==> config.mk <==
export PLATFORM = sky130hd
export DESIGN_NAME = acs_sequencer
export DESIGN_NICKNAME = d
export VERILOG_FILES = /design/src/verilog/acs_pkg.sv /design/src/verilog/acs_sequencer.sv
export VERILOG_INCLUDE_DIRS = /design/src /design/src/verilog
export SDC_FILE = /design/constraint.sdc
export NUM_CORES = 2
export LEC_CHECK = 0
export ABC_AREA = 1
export CAP_MARGIN = 30
export CELL_PAD_IN_SITES_DETAIL_PLACEMENT = 1
export CELL_PAD_IN_SITES_GLOBAL_PLACEMENT = 2
export CORE_MARGIN = 1.5
export CORE_UTILIZATION = 40
export CTS_BUF_LIST = sky130_fd_sc_hd__clkbuf_8
export DETAILED_ROUTE_END_ITERATION = 6
export DONT_BUFFER_PORTS = 1
export PLACE_DENSITY_LB_ADDON = 0.1
export REMOVE_ABC_BUFFERS = 1
export SLEW_MARGIN = 20
export SYNTH_ARGS = -nofsm -noshare
export SYNTH_HDL_FRONTEND = slang
export SYNTH_SLANG_ARGS = --single-unit
==> constraint.sdc <==
create_clock -name i_clk -period 10.95 [get_ports i_clk]
set_input_delay 0.5475 -clock i_clk [delete_from_list [all_inputs] [get_ports i_clk]]
set_output_delay 0.5475 -clock i_clk [all_outputs]
set_load 0.03 [all_outputs]
==> src/verilog/acs_regs.svh <==
`ifndef ACS_REGS_SVH
`define ACS_REGS_SVH
// calibration-mode field codes
`define ACS_MD_NORMAL 3'h0
`define ACS_MD_SELF 3'h1
`define ACS_MD_SYS_ZERO 3'h2
`define ACS_MD_SYS_FULL 3'h3
`define ACS_MD_SYS_OFS 3'h4
`define ACS_MD_BACKGND 3'h5
// control field content after power-up reset
`define ACS_MD_RESET 3'h0
// filter results discarded after an input switch before one is used
`define ACS_SETTLE_RESULTS 4'h3
// background slot layout: slot 0 shorted node, 1..4 analog, 5 reference
`define ACS_BG_LAST_SLOT 3'h5
`define ACS_BG_DELIVER_SLOT 3'h4
`define ACS_BG_REF_SLOT 3'h5
// coefficient reset values and format (full scale is unsigned q2.22)
`define ACS_OFS_RESET 24'h00_0000
`define ACS_FS_UNITY 24'h40_0000
`define ACS_FS_SAT 24'hFF_FFFF
// span dividends: unipolar reference lands on 2^24, bipolar on 2^23 above midscale
`define ACS_TGT_UNI 48'h4000_0000_0000
`define ACS_TGT_BIP 48'h2000_0000_0000
`define ACS_MIDSCALE 33'h0_0080_0000
`define ACS_CODE_MAX 33'h0_00FF_FFFF
`define ACS_DIV_TOP 5'h17
`endif

==> src/verilog/acs_pkg.sv <==
package acs_pkg;
    typedef enum logic [1:0] {ACS_ST_RUN, ACS_ST_MEAS, ACS_ST_DIV, ACS_ST_BG} acs_state_type;
    typedef enum logic [1:0] {ACS_STG_ZERO, ACS_STG_FULL, ACS_STG_SETTLE} acs_stage_type;
    typedef enum logic [1:0] {ACS_SEL_ANALOG, ACS_SEL_SHORT, ACS_SEL_REF} acs_sel_type;
    typedef struct packed {
        acs_state_type st;
        acs_stage_type stg;
        acs_sel_type sel;
        logic [3:0] cnt;
        logic [2:0] slot;
        logic [2:0] mode;
        logic [23:0] ofs;
        logic [23:0] fs;
        logic [23:0] span;
        logic [47:0] rem;
        logic [23:0] quo;
        logic [4:0] dbit;
        logic [23:0] result;
        logic rdy_n;
        logic frst;
        logic sync_d;
    } acs_state_rec_type;
endpackage

==> src/verilog/acs_sequencer.sv <==
`timescale 1ns/10ps
`include "acs_regs.svh"
// Contract
// - falling edge on filter-alignment strobe resets filter and sequencing state
// - every calibration command resets the digital filter
// - offset coefficient is subtracted first, difference then multiplied by full scale
// - arithmetic runs at 33 bits, delivered word is 24 or 16 bits
// - host may write offset and full-scale coefficients
// - ready output goes low when self, system or system-offset calibration ends
// - ready rises within one modulator cycle of a calibration command
// - code 001 starts self-calibration through the selected gain stage
// - self-cal converts shorted node, then reference, settles, then ready low
// - bipolar self-cal spans midscale to positive full scale
// - code 010 converts analog input as zero point, ready low after
// - code 011 converts analog input as full point, ready low after
// - a lone 010 step updates offset only, slope kept
// - code 100 zero from analog input, full from reference, ready low after
// - code 101 interleaves shorted and reference conversions with normal ones
// - background mode delivers one result per six filter results
// - background mode stays until the mode field changes
// - first background result precedes full-scale update and is invalid
// - unipolar spans transfer endpoints, bipolar midscale to positive full
// - reset loads the control field with its default content
module acs_sequencer
    import acs_pkg::*;
(
    // clock and reset
    input wire logic i_clk,
    input wire logic i_rst,
    // control register write
    input wire logic i_ctrl_wr,
    input wire logic [2:0] i_calib_mode_field,
    input wire logic i_bipolar,
    input wire logic i_word16,
    // coefficient writes
    input wire logic i_ofs_wr,
    input wire logic i_fs_wr,
    input wire logic [23:0] i_coef_data,
    // filter alignment strobe and host read
    input wire logic i_sync_n,
    input wire logic i_rd_done,
    // raw filter results
    input wire logic i_filt_valid,
    input wire logic [23:0] i_filt_data,
    // results and status
    output logic o_result_ready_n,
    output logic [23:0] o_result,
    output logic o_filter_rst,
    output logic [1:0] o_input_sel,
    output logic [23:0] o_offset_coef,
    output logic [23:0] o_fullscale_coef,
    output logic [2:0] o_calib_mode_field,
    output logic o_calibrating
);
    // sequencer state and its next value
    acs_state_rec_type s_r;
    acs_state_rec_type s_nxt;

    // datapath intermediates
    logic signed [24:0] diff;
    logic signed [49:0] prod;
    logic signed [32:0] scaled;
    logic signed [32:0] coded;
    logic [23:0] word;
    logic [24:0] meas_span;
    logic [47:0] tgt;
    logic [47:0] trial;
    logic [23:0] quo_bit;
    logic is_cal;

    // calibrated result: subtract offset, multiply, 33-bit working value
    always_comb begin
        diff = $signed({i_filt_data[23], i_filt_data}) - $signed({s_r.ofs[23], s_r.ofs});
        prod = diff * $signed({1'b0, s_r.fs});
        scaled = {{5{prod[49]}}, prod[49:22]};
        coded = i_bipolar ? scaled + $signed(`ACS_MIDSCALE) : scaled;
        // clamp to the unsigned code range
        if (coded[32]) begin
            word = 24'h00_0000;
        end else if (coded > $signed(`ACS_CODE_MAX)) begin
            word = 24'hFF_FFFF;
        end else begin
            word = coded[23:0];
        end
        // short word keeps the top 16 bits
        if (i_word16) begin
            word = {8'h00, word[23:8]};
        end
    end

    // span measurement and restoring divider step
    always_comb begin
        meas_span = {1'b0, i_filt_data} - {1'b0, s_r.ofs};
        tgt = i_bipolar ? `ACS_TGT_BIP : `ACS_TGT_UNI;
        // restoring divider: trial subtraction of the shifted span
        trial = s_r.rem - ({24'h00_0000, s_r.span} << s_r.dbit);
        quo_bit = 24'h00_0001 << s_r.dbit;
        is_cal = (i_calib_mode_field != `ACS_MD_NORMAL) && (i_calib_mode_field <= `ACS_MD_BACKGND);
    end

    // next state of the whole sequencer
    always_comb begin
        s_nxt = s_r;
        s_nxt.frst = 1'b0;
        s_nxt.sync_d = i_sync_n;

        // host has taken the word; a new word landing this cycle wins
        if (i_rd_done) begin
            s_nxt.rdy_n = 1'b1;
        end

        // command write: abort whatever runs and restart from the new mode
        if (i_ctrl_wr) begin
            s_nxt.mode = i_calib_mode_field;
            s_nxt.cnt = 4'h0;
            s_nxt.slot = 3'h0;
            s_nxt.sel = ACS_SEL_ANALOG;
            s_nxt.st = ACS_ST_RUN;
            if (is_cal) begin
                s_nxt.frst = 1'b1;
                s_nxt.rdy_n = 1'b1;
                s_nxt.st = ACS_ST_MEAS;
                s_nxt.stg = ACS_STG_ZERO;
            end
            // per-mode starting node and stage
            unique case (i_calib_mode_field)
                `ACS_MD_SELF: begin
                    s_nxt.sel = ACS_SEL_SHORT;
                end
                `ACS_MD_SYS_FULL: begin
                    s_nxt.stg = ACS_STG_FULL;
                end
                `ACS_MD_BACKGND: begin
                    s_nxt.st = ACS_ST_BG;
                    s_nxt.sel = ACS_SEL_SHORT;
                end
                default: begin
                end
            endcase
        end else if (s_r.sync_d && !i_sync_n) begin
            // filter alignment: restart counting from a known point
            s_nxt.frst = 1'b1;
            s_nxt.cnt = 4'h0;
            s_nxt.slot = 3'h0;
            if (s_r.st == ACS_ST_BG) begin
                s_nxt.sel = ACS_SEL_SHORT;
            end
        end else begin
            unique case (s_r.st)
                // plain conversion: every filter result becomes a word
                ACS_ST_RUN: begin
                    if (i_filt_valid) begin
                        s_nxt.result = word;
                        s_nxt.rdy_n = 1'b0;
                    end
                end
                // measuring: drop settling results, use the last one
                ACS_ST_MEAS: begin
                    if (i_filt_valid && s_r.cnt != `ACS_SETTLE_RESULTS) begin
                        s_nxt.cnt = s_r.cnt + 4'h1;
                    end else if (i_filt_valid) begin
                        s_nxt.cnt = 4'h0;
                        unique case (s_r.stg)
                            // zero point becomes the offset coefficient
                            ACS_STG_ZERO: begin
                                s_nxt.ofs = i_filt_data;
                                if (s_r.mode == `ACS_MD_SYS_ZERO) begin
                                    s_nxt.stg = ACS_STG_SETTLE;
                                    s_nxt.sel = ACS_SEL_ANALOG;
                                end else begin
                                    s_nxt.stg = ACS_STG_FULL;
                                    s_nxt.sel = ACS_SEL_REF;
                                end
                            end
                            // full point gives the span; saturate if quotient overflows
                            ACS_STG_FULL: begin
                                s_nxt.span = meas_span[23:0];
                                s_nxt.rem = tgt;
                                s_nxt.quo = 24'h00_0000;
                                s_nxt.dbit = `ACS_DIV_TOP;
                                s_nxt.st = ACS_ST_DIV;
                                if (meas_span[24] || meas_span[23:0] == 24'h00_0000
                                        || tgt >= {meas_span[23:0], 24'h00_0000}) begin
                                    s_nxt.fs = `ACS_FS_SAT;
                                    s_nxt.st = ACS_ST_MEAS;
                                    s_nxt.stg = ACS_STG_SETTLE;
                                    s_nxt.sel = ACS_SEL_ANALOG;
                                end
                            end
                            default: begin
                                // filter resettled on analog input
                                s_nxt.result = word;
                                s_nxt.rdy_n = 1'b0;
                                s_nxt.st = ACS_ST_RUN;
                            end
                        endcase
                    end
                end
                // one quotient bit per clock, most significant first
                ACS_ST_DIV: begin
                    if (!trial[47]) begin
                        s_nxt.rem = trial;
                        s_nxt.quo = s_r.quo | quo_bit;
                    end
                    s_nxt.dbit = s_r.dbit - 5'h01;
                    // last bit: commit the quotient and move on
                    if (s_r.dbit == 5'h00) begin
                        s_nxt.fs = trial[47] ? s_r.quo : (s_r.quo | quo_bit);
                        if (s_r.mode == `ACS_MD_BACKGND) begin
                            s_nxt.st = ACS_ST_BG;
                            s_nxt.sel = ACS_SEL_SHORT;
                        end else begin
                            s_nxt.st = ACS_ST_MEAS;
                            s_nxt.stg = ACS_STG_SETTLE;
                            s_nxt.sel = ACS_SEL_ANALOG;
                        end
                    end
                end
                ACS_ST_BG: begin
                    // background: one delivery per six filter results
                    if (i_filt_valid) begin
                        s_nxt.slot = s_r.slot + 3'h1;
                        s_nxt.sel = ACS_SEL_ANALOG;
                        // shorted slot refreshes the offset
                        if (s_r.slot == 3'h0) begin
                            s_nxt.ofs = i_filt_data;
                        end
                        if (s_r.slot == `ACS_BG_DELIVER_SLOT) begin
                            s_nxt.result = word;
                            s_nxt.rdy_n = 1'b0;
                            s_nxt.sel = ACS_SEL_REF;
                        end
                        // reference slot closes the round and starts the divider
                        if (s_r.slot == `ACS_BG_REF_SLOT) begin
                            s_nxt.slot = 3'h0;
                            s_nxt.sel = ACS_SEL_SHORT;
                            if (!meas_span[24] && meas_span[23:0] != 24'h00_0000
                                    && tgt < {meas_span[23:0], 24'h00_0000}) begin
                                s_nxt.span = meas_span[23:0];
                                s_nxt.rem = tgt;
                                s_nxt.quo = 24'h00_0000;
                                s_nxt.dbit = `ACS_DIV_TOP;
                                s_nxt.st = ACS_ST_DIV;
                            end
                        end
                    end
                end
            endcase
        end

        // host coefficient writes override calibration updates
        if (i_ofs_wr) begin
            s_nxt.ofs = i_coef_data;
        end
        if (i_fs_wr) begin
            s_nxt.fs = i_coef_data;
        end
    end

    // state register
    always_ff @(posedge i_clk or posedge i_rst) begin
        if (i_rst) begin
            s_r.st <= ACS_ST_RUN;
            s_r.stg <= ACS_STG_ZERO;
            s_r.sel <= ACS_SEL_ANALOG;
            s_r.cnt <= 4'h0;
            s_r.slot <= 3'h0;
            s_r.mode <= `ACS_MD_RESET;
            // coefficients start at zero offset and unity gain
            s_r.ofs <= `ACS_OFS_RESET;
            s_r.fs <= `ACS_FS_UNITY;
            s_r.span <= 24'h00_0000;
            s_r.rem <= 48'h0000_0000_0000;
            s_r.quo <= 24'h00_0000;
            s_r.dbit <= 5'h00;
            s_r.result <= 24'h00_0000;
            // ready idles high, no word pending
            s_r.rdy_n <= 1'b1;
            s_r.frst <= 1'b0;
            s_r.sync_d <= 1'b1;
        end else begin
            s_r <= s_nxt;
        end
    end

    // outputs straight from state
    assign o_result_ready_n = s_r.rdy_n;
    assign o_result = s_r.result;
    assign o_filter_rst = s_r.frst;
    assign o_input_sel = s_r.sel;
    assign o_offset_coef = s_r.ofs;
    assign o_fullscale_coef = s_r.fs;
    assign o_calib_mode_field = s_r.mode;
    // background dividing is housekeeping, not a host-issued calibration
    assign o_calibrating = (s_r.st == ACS_ST_MEAS)
        || (s_r.st == ACS_ST_DIV && s_r.mode != `ACS_MD_BACKGND);
endmodule

==> flow_summary.json <==
{
  "crit_fanout": 18,
  "stdcell_area_um2": 41100,
  "start_kind": "flip-flop",
  "fin_nets": 6286,
  "hold_class": "primary input to flip-flop",
  "clk_pin_slew_ns": 0.13,
  "ys_warn_count": 0,
  "crit_slowest_cell": "inv_1",
  "drt_first_pass_iters": 6,
  "ant_nets": 0,
  "fin_crit_ns": 10.14,
  "core_um2": 97000,
  "syn_to_final_growth_pct": 4.75,
  "grt_use_total_pct": 31.6,
  "dr_total_vias": 35042,
  "multi_input_area_um2": 28800,
  "die_area_um2": 100000,
  "tritoncts": "built",
  "clk-insertion-delay-late_ns": 0.60,
  "critPathCaptureType": "flip-flop",
  "die_w_um": 316,
  "top_usage_layer": "met2",
  "clockBufferDepth": 2,
  "placed_area_um2": 40500,
  "clock_skew_ns": 0.0260,
  "antenna_found_initial": 2,
  "cts_root_buf": "clkbuf_8",
  "io_buffers": 0,
  "routed_wl_um": 154000,
  "syn_area_per_cell_um2": 7.16,
  "pin_count": 141,
  "htree_num_levels": 4,
  "relSlewSlack_pct": 32.2,
  "hold_viol": 0,
  "drive_gt1_share_pct": 4.51,
  "cpMostUsedCell": "nand2_1",
  "initialDrtViolationCount": 2008,
  "synthesis.instances": 5488,
  "use_met1_pct": 40.2,
  "place.gp.congestion": 0.967,
  "cts_inserted_buffers": 17,
  "crit_required_ns": 11.45,
  "synth_edf_count": 0,
  "grt_max_degree": 89,
  "max_freq_mhz": 98.6,
  "clkSinkCount": 191,
  "synth_ff_type": "dfrtp_1",
  "arrival_ns": 10.64,
  "postSynth.asyncResetShare_pct": 100,
  "yosysSeqAreaShare_pct": 12.2,
  "nFillCells": 12425,
  "netlist_area_um2": 39300,
  "max_slew.worst_pin.slew_ns": 1.02,
  "grt.overflow.total": 0,
  "wl_per_cell_um": 23.1,
  "grt_pass1_wl_um": 236000,
  "cp_slowest_stage_delay_ns": 0.75,
  "regArea_um2": 4790,
  "ys_types": 54,
  "finalSetupTns_ns": 0,
  "drc": 0,
  "grt_pass1_vias": 38187,
  "dieHeight_um": 316,
  "use_met3_pct": 4.62,
  "rsz0062_at_grt": "false",
  "groute.layer.met2.usage_pct": 54.5,
  "setup_viol": 0,
  "cap_violations": 0,
  "maxSlewViolCount": 0,
  "viasPerCell": 5.26,
  "start_util_pct": 40.5,
  "ys_ff_latch": 191,
  "worst-setup-path-type": "flip-flop to flip-flop",
  "status": "finished clean",
  "rows": 114,
  "fin_crit_sh_pct": 92.6,
  "hpwl_um": 128000,
  "hold_ws_ns": 0.0680
}
registers in the layout, summed over array words and instances, names as in the netlist:
name                count
s_r                   112
o_fullscale_coef       24
o_offset_coef          24
o_result               24
o_calib_mode_field      3
o_input_sel             2
o_filter_rst            1
o_result_ready_n        1
synthesized netlist by cell type (all sizes together), types with 28 or more instances:
cell type | n | area share, %
a21oi | 145 | 1.9
a31oi | 36 | 0.57
buf | 115 | 2.0
clkbuf | 156 | 1.5
dfrtp | 188 | 12
fa | 624 | 32
ha | 225 | 7.2
inv | 1137 | 11
nand2 | 1404 | 13
nand3 | 226 | 2.9
nand4 | 32 | 0.51
nor2 | 586 | 5.6
nor3 | 33 | 0.42
o211ai | 32 | 0.61
o21ai | 306 | 3.9
or2 | 28 | 0.45
through the flow:
stage / worst slack [ns] / instances / util (%)
after floorplan: 1.12 / 5217 / -
after global placement: 0.468 / 6614 / 41.7
after detailed placement: 0.129 / 6618 / 41.8
after CTS: 0.0937 / 6655 / 42.2
after global routing: 0.00156 / 6666 / 42.4
final: 0.809 / 6666 / 42.4
metal layers:
layer | up-vias | wire (um) | share of wire [%]
met1 | 17746 | 65000 | 42
li1 | 16236 | - | -
met3 | 231 | 7900 | 5.1
met2 | 827 | 74600 | 48
met5 | - | 13 | 0.0084
met4 | 2 | 6360 | 4.1
logic make-up after synthesis:
kind of cell               after synthesis  share of synthesized area, %
and+or+nand+nor                       2339                          23.9
buffers and inverters                 1429                          14.6
adders and majority gates              850                          39.0
AOI/OAI and AO/OA                      613                          8.79
DFF                                    191                          12.2
xor gates and xnor gates                54                          1.24
muxes                                   12                         0.306
layout make-up:
class / count / area share [%]
clock buffer: 18 / 0.602
multi-input combinational: 3868 / 70.1
tap: 1276 / 3.88
sequential: 191 / 11.6
inverter: 1158 / 10.6
timing repair buffer: 140 / 2.79
clock inverter: 14 / 0.368
antenna: 1 / 0.00608
placed cells by master (no fill, tap or decap), types with 5 or more instances in the layout:
master,instances
a21o_1,27
a21oi_1,144
a31oi_1,36
buf_4,123
clkbuf_8,18
clkinv_1,20
dfrtp_1,186
dlygate4sd3_1,5
fa_1,621
ha_1,224
inv_1,1130
inv_2,5
inv_6,5
mux2i_1,12
nand2_1,1396
nand2_2,7
nand3_1,223
nand3b_1,11
nand4_1,32
nor2_1,577
nor2_2,8
nor3_1,31
nor4_1,11
o211ai_1,32
o21a_1,10
o21ai_0,248
o21ai_1,58
o21bai_1,23
o22ai_1,10
or2_2,28
xnor2_1,23
xor2_1,26
critical path: cells and delay by family, from the launching register on:
family	cells	cell delay, ns
buffers and inverters	11	1.77
flip-flops	1	0.55
adder cells (fa/ha/maj)	10	4.54
AND/OR/NAND/NOR	26	3.18
path summary, 6_finish.rpt:
check | startpoint | endpoint | slack (ns) | cells after the start
max in group asynchronous | i_rst | s_r[46]$_DFFE_PP0P_ | 8.99 | 3
setup reg to reg | o_offset_coef[2]$_DFFE_PP0P_ | o_result[3]$_DFFE_PP0P_ | 0.81 | 47
setup / recovery | o_offset_coef[2]$_DFFE_PP0P_ | o_result[3]$_DFFE_PP0P_ | 0.81 | 47
hold reg to reg | s_r[33]$_DFFE_PP0P_ | s_r[33]$_DFFE_PP0P_ | 0.50 | 2
hold / removal | i_fs_wr | o_fullscale_coef[22]$_DFFE_PP1P_ | 0.07 | 2
min in group asynchronous | i_rst | o_offset_coef[2]$_DFFE_PP0P_ | 0.56 | 2
what timing repair did:
| item | in CTS | in global routing |
|---|---|---|
| buffers inserted | 0 | 5 |
| hold buffers | 5 | 0 |
| endpoints found under the setup margin | 0 | 24 |
| endpoints found under the hold margin | 87 | 0 |
| gates resized for setup | 0 | 20 |
Power is left out: the tool's default activity adds up to more than one toggle a clock period on the data nets, which glitch-free logic cannot reach.
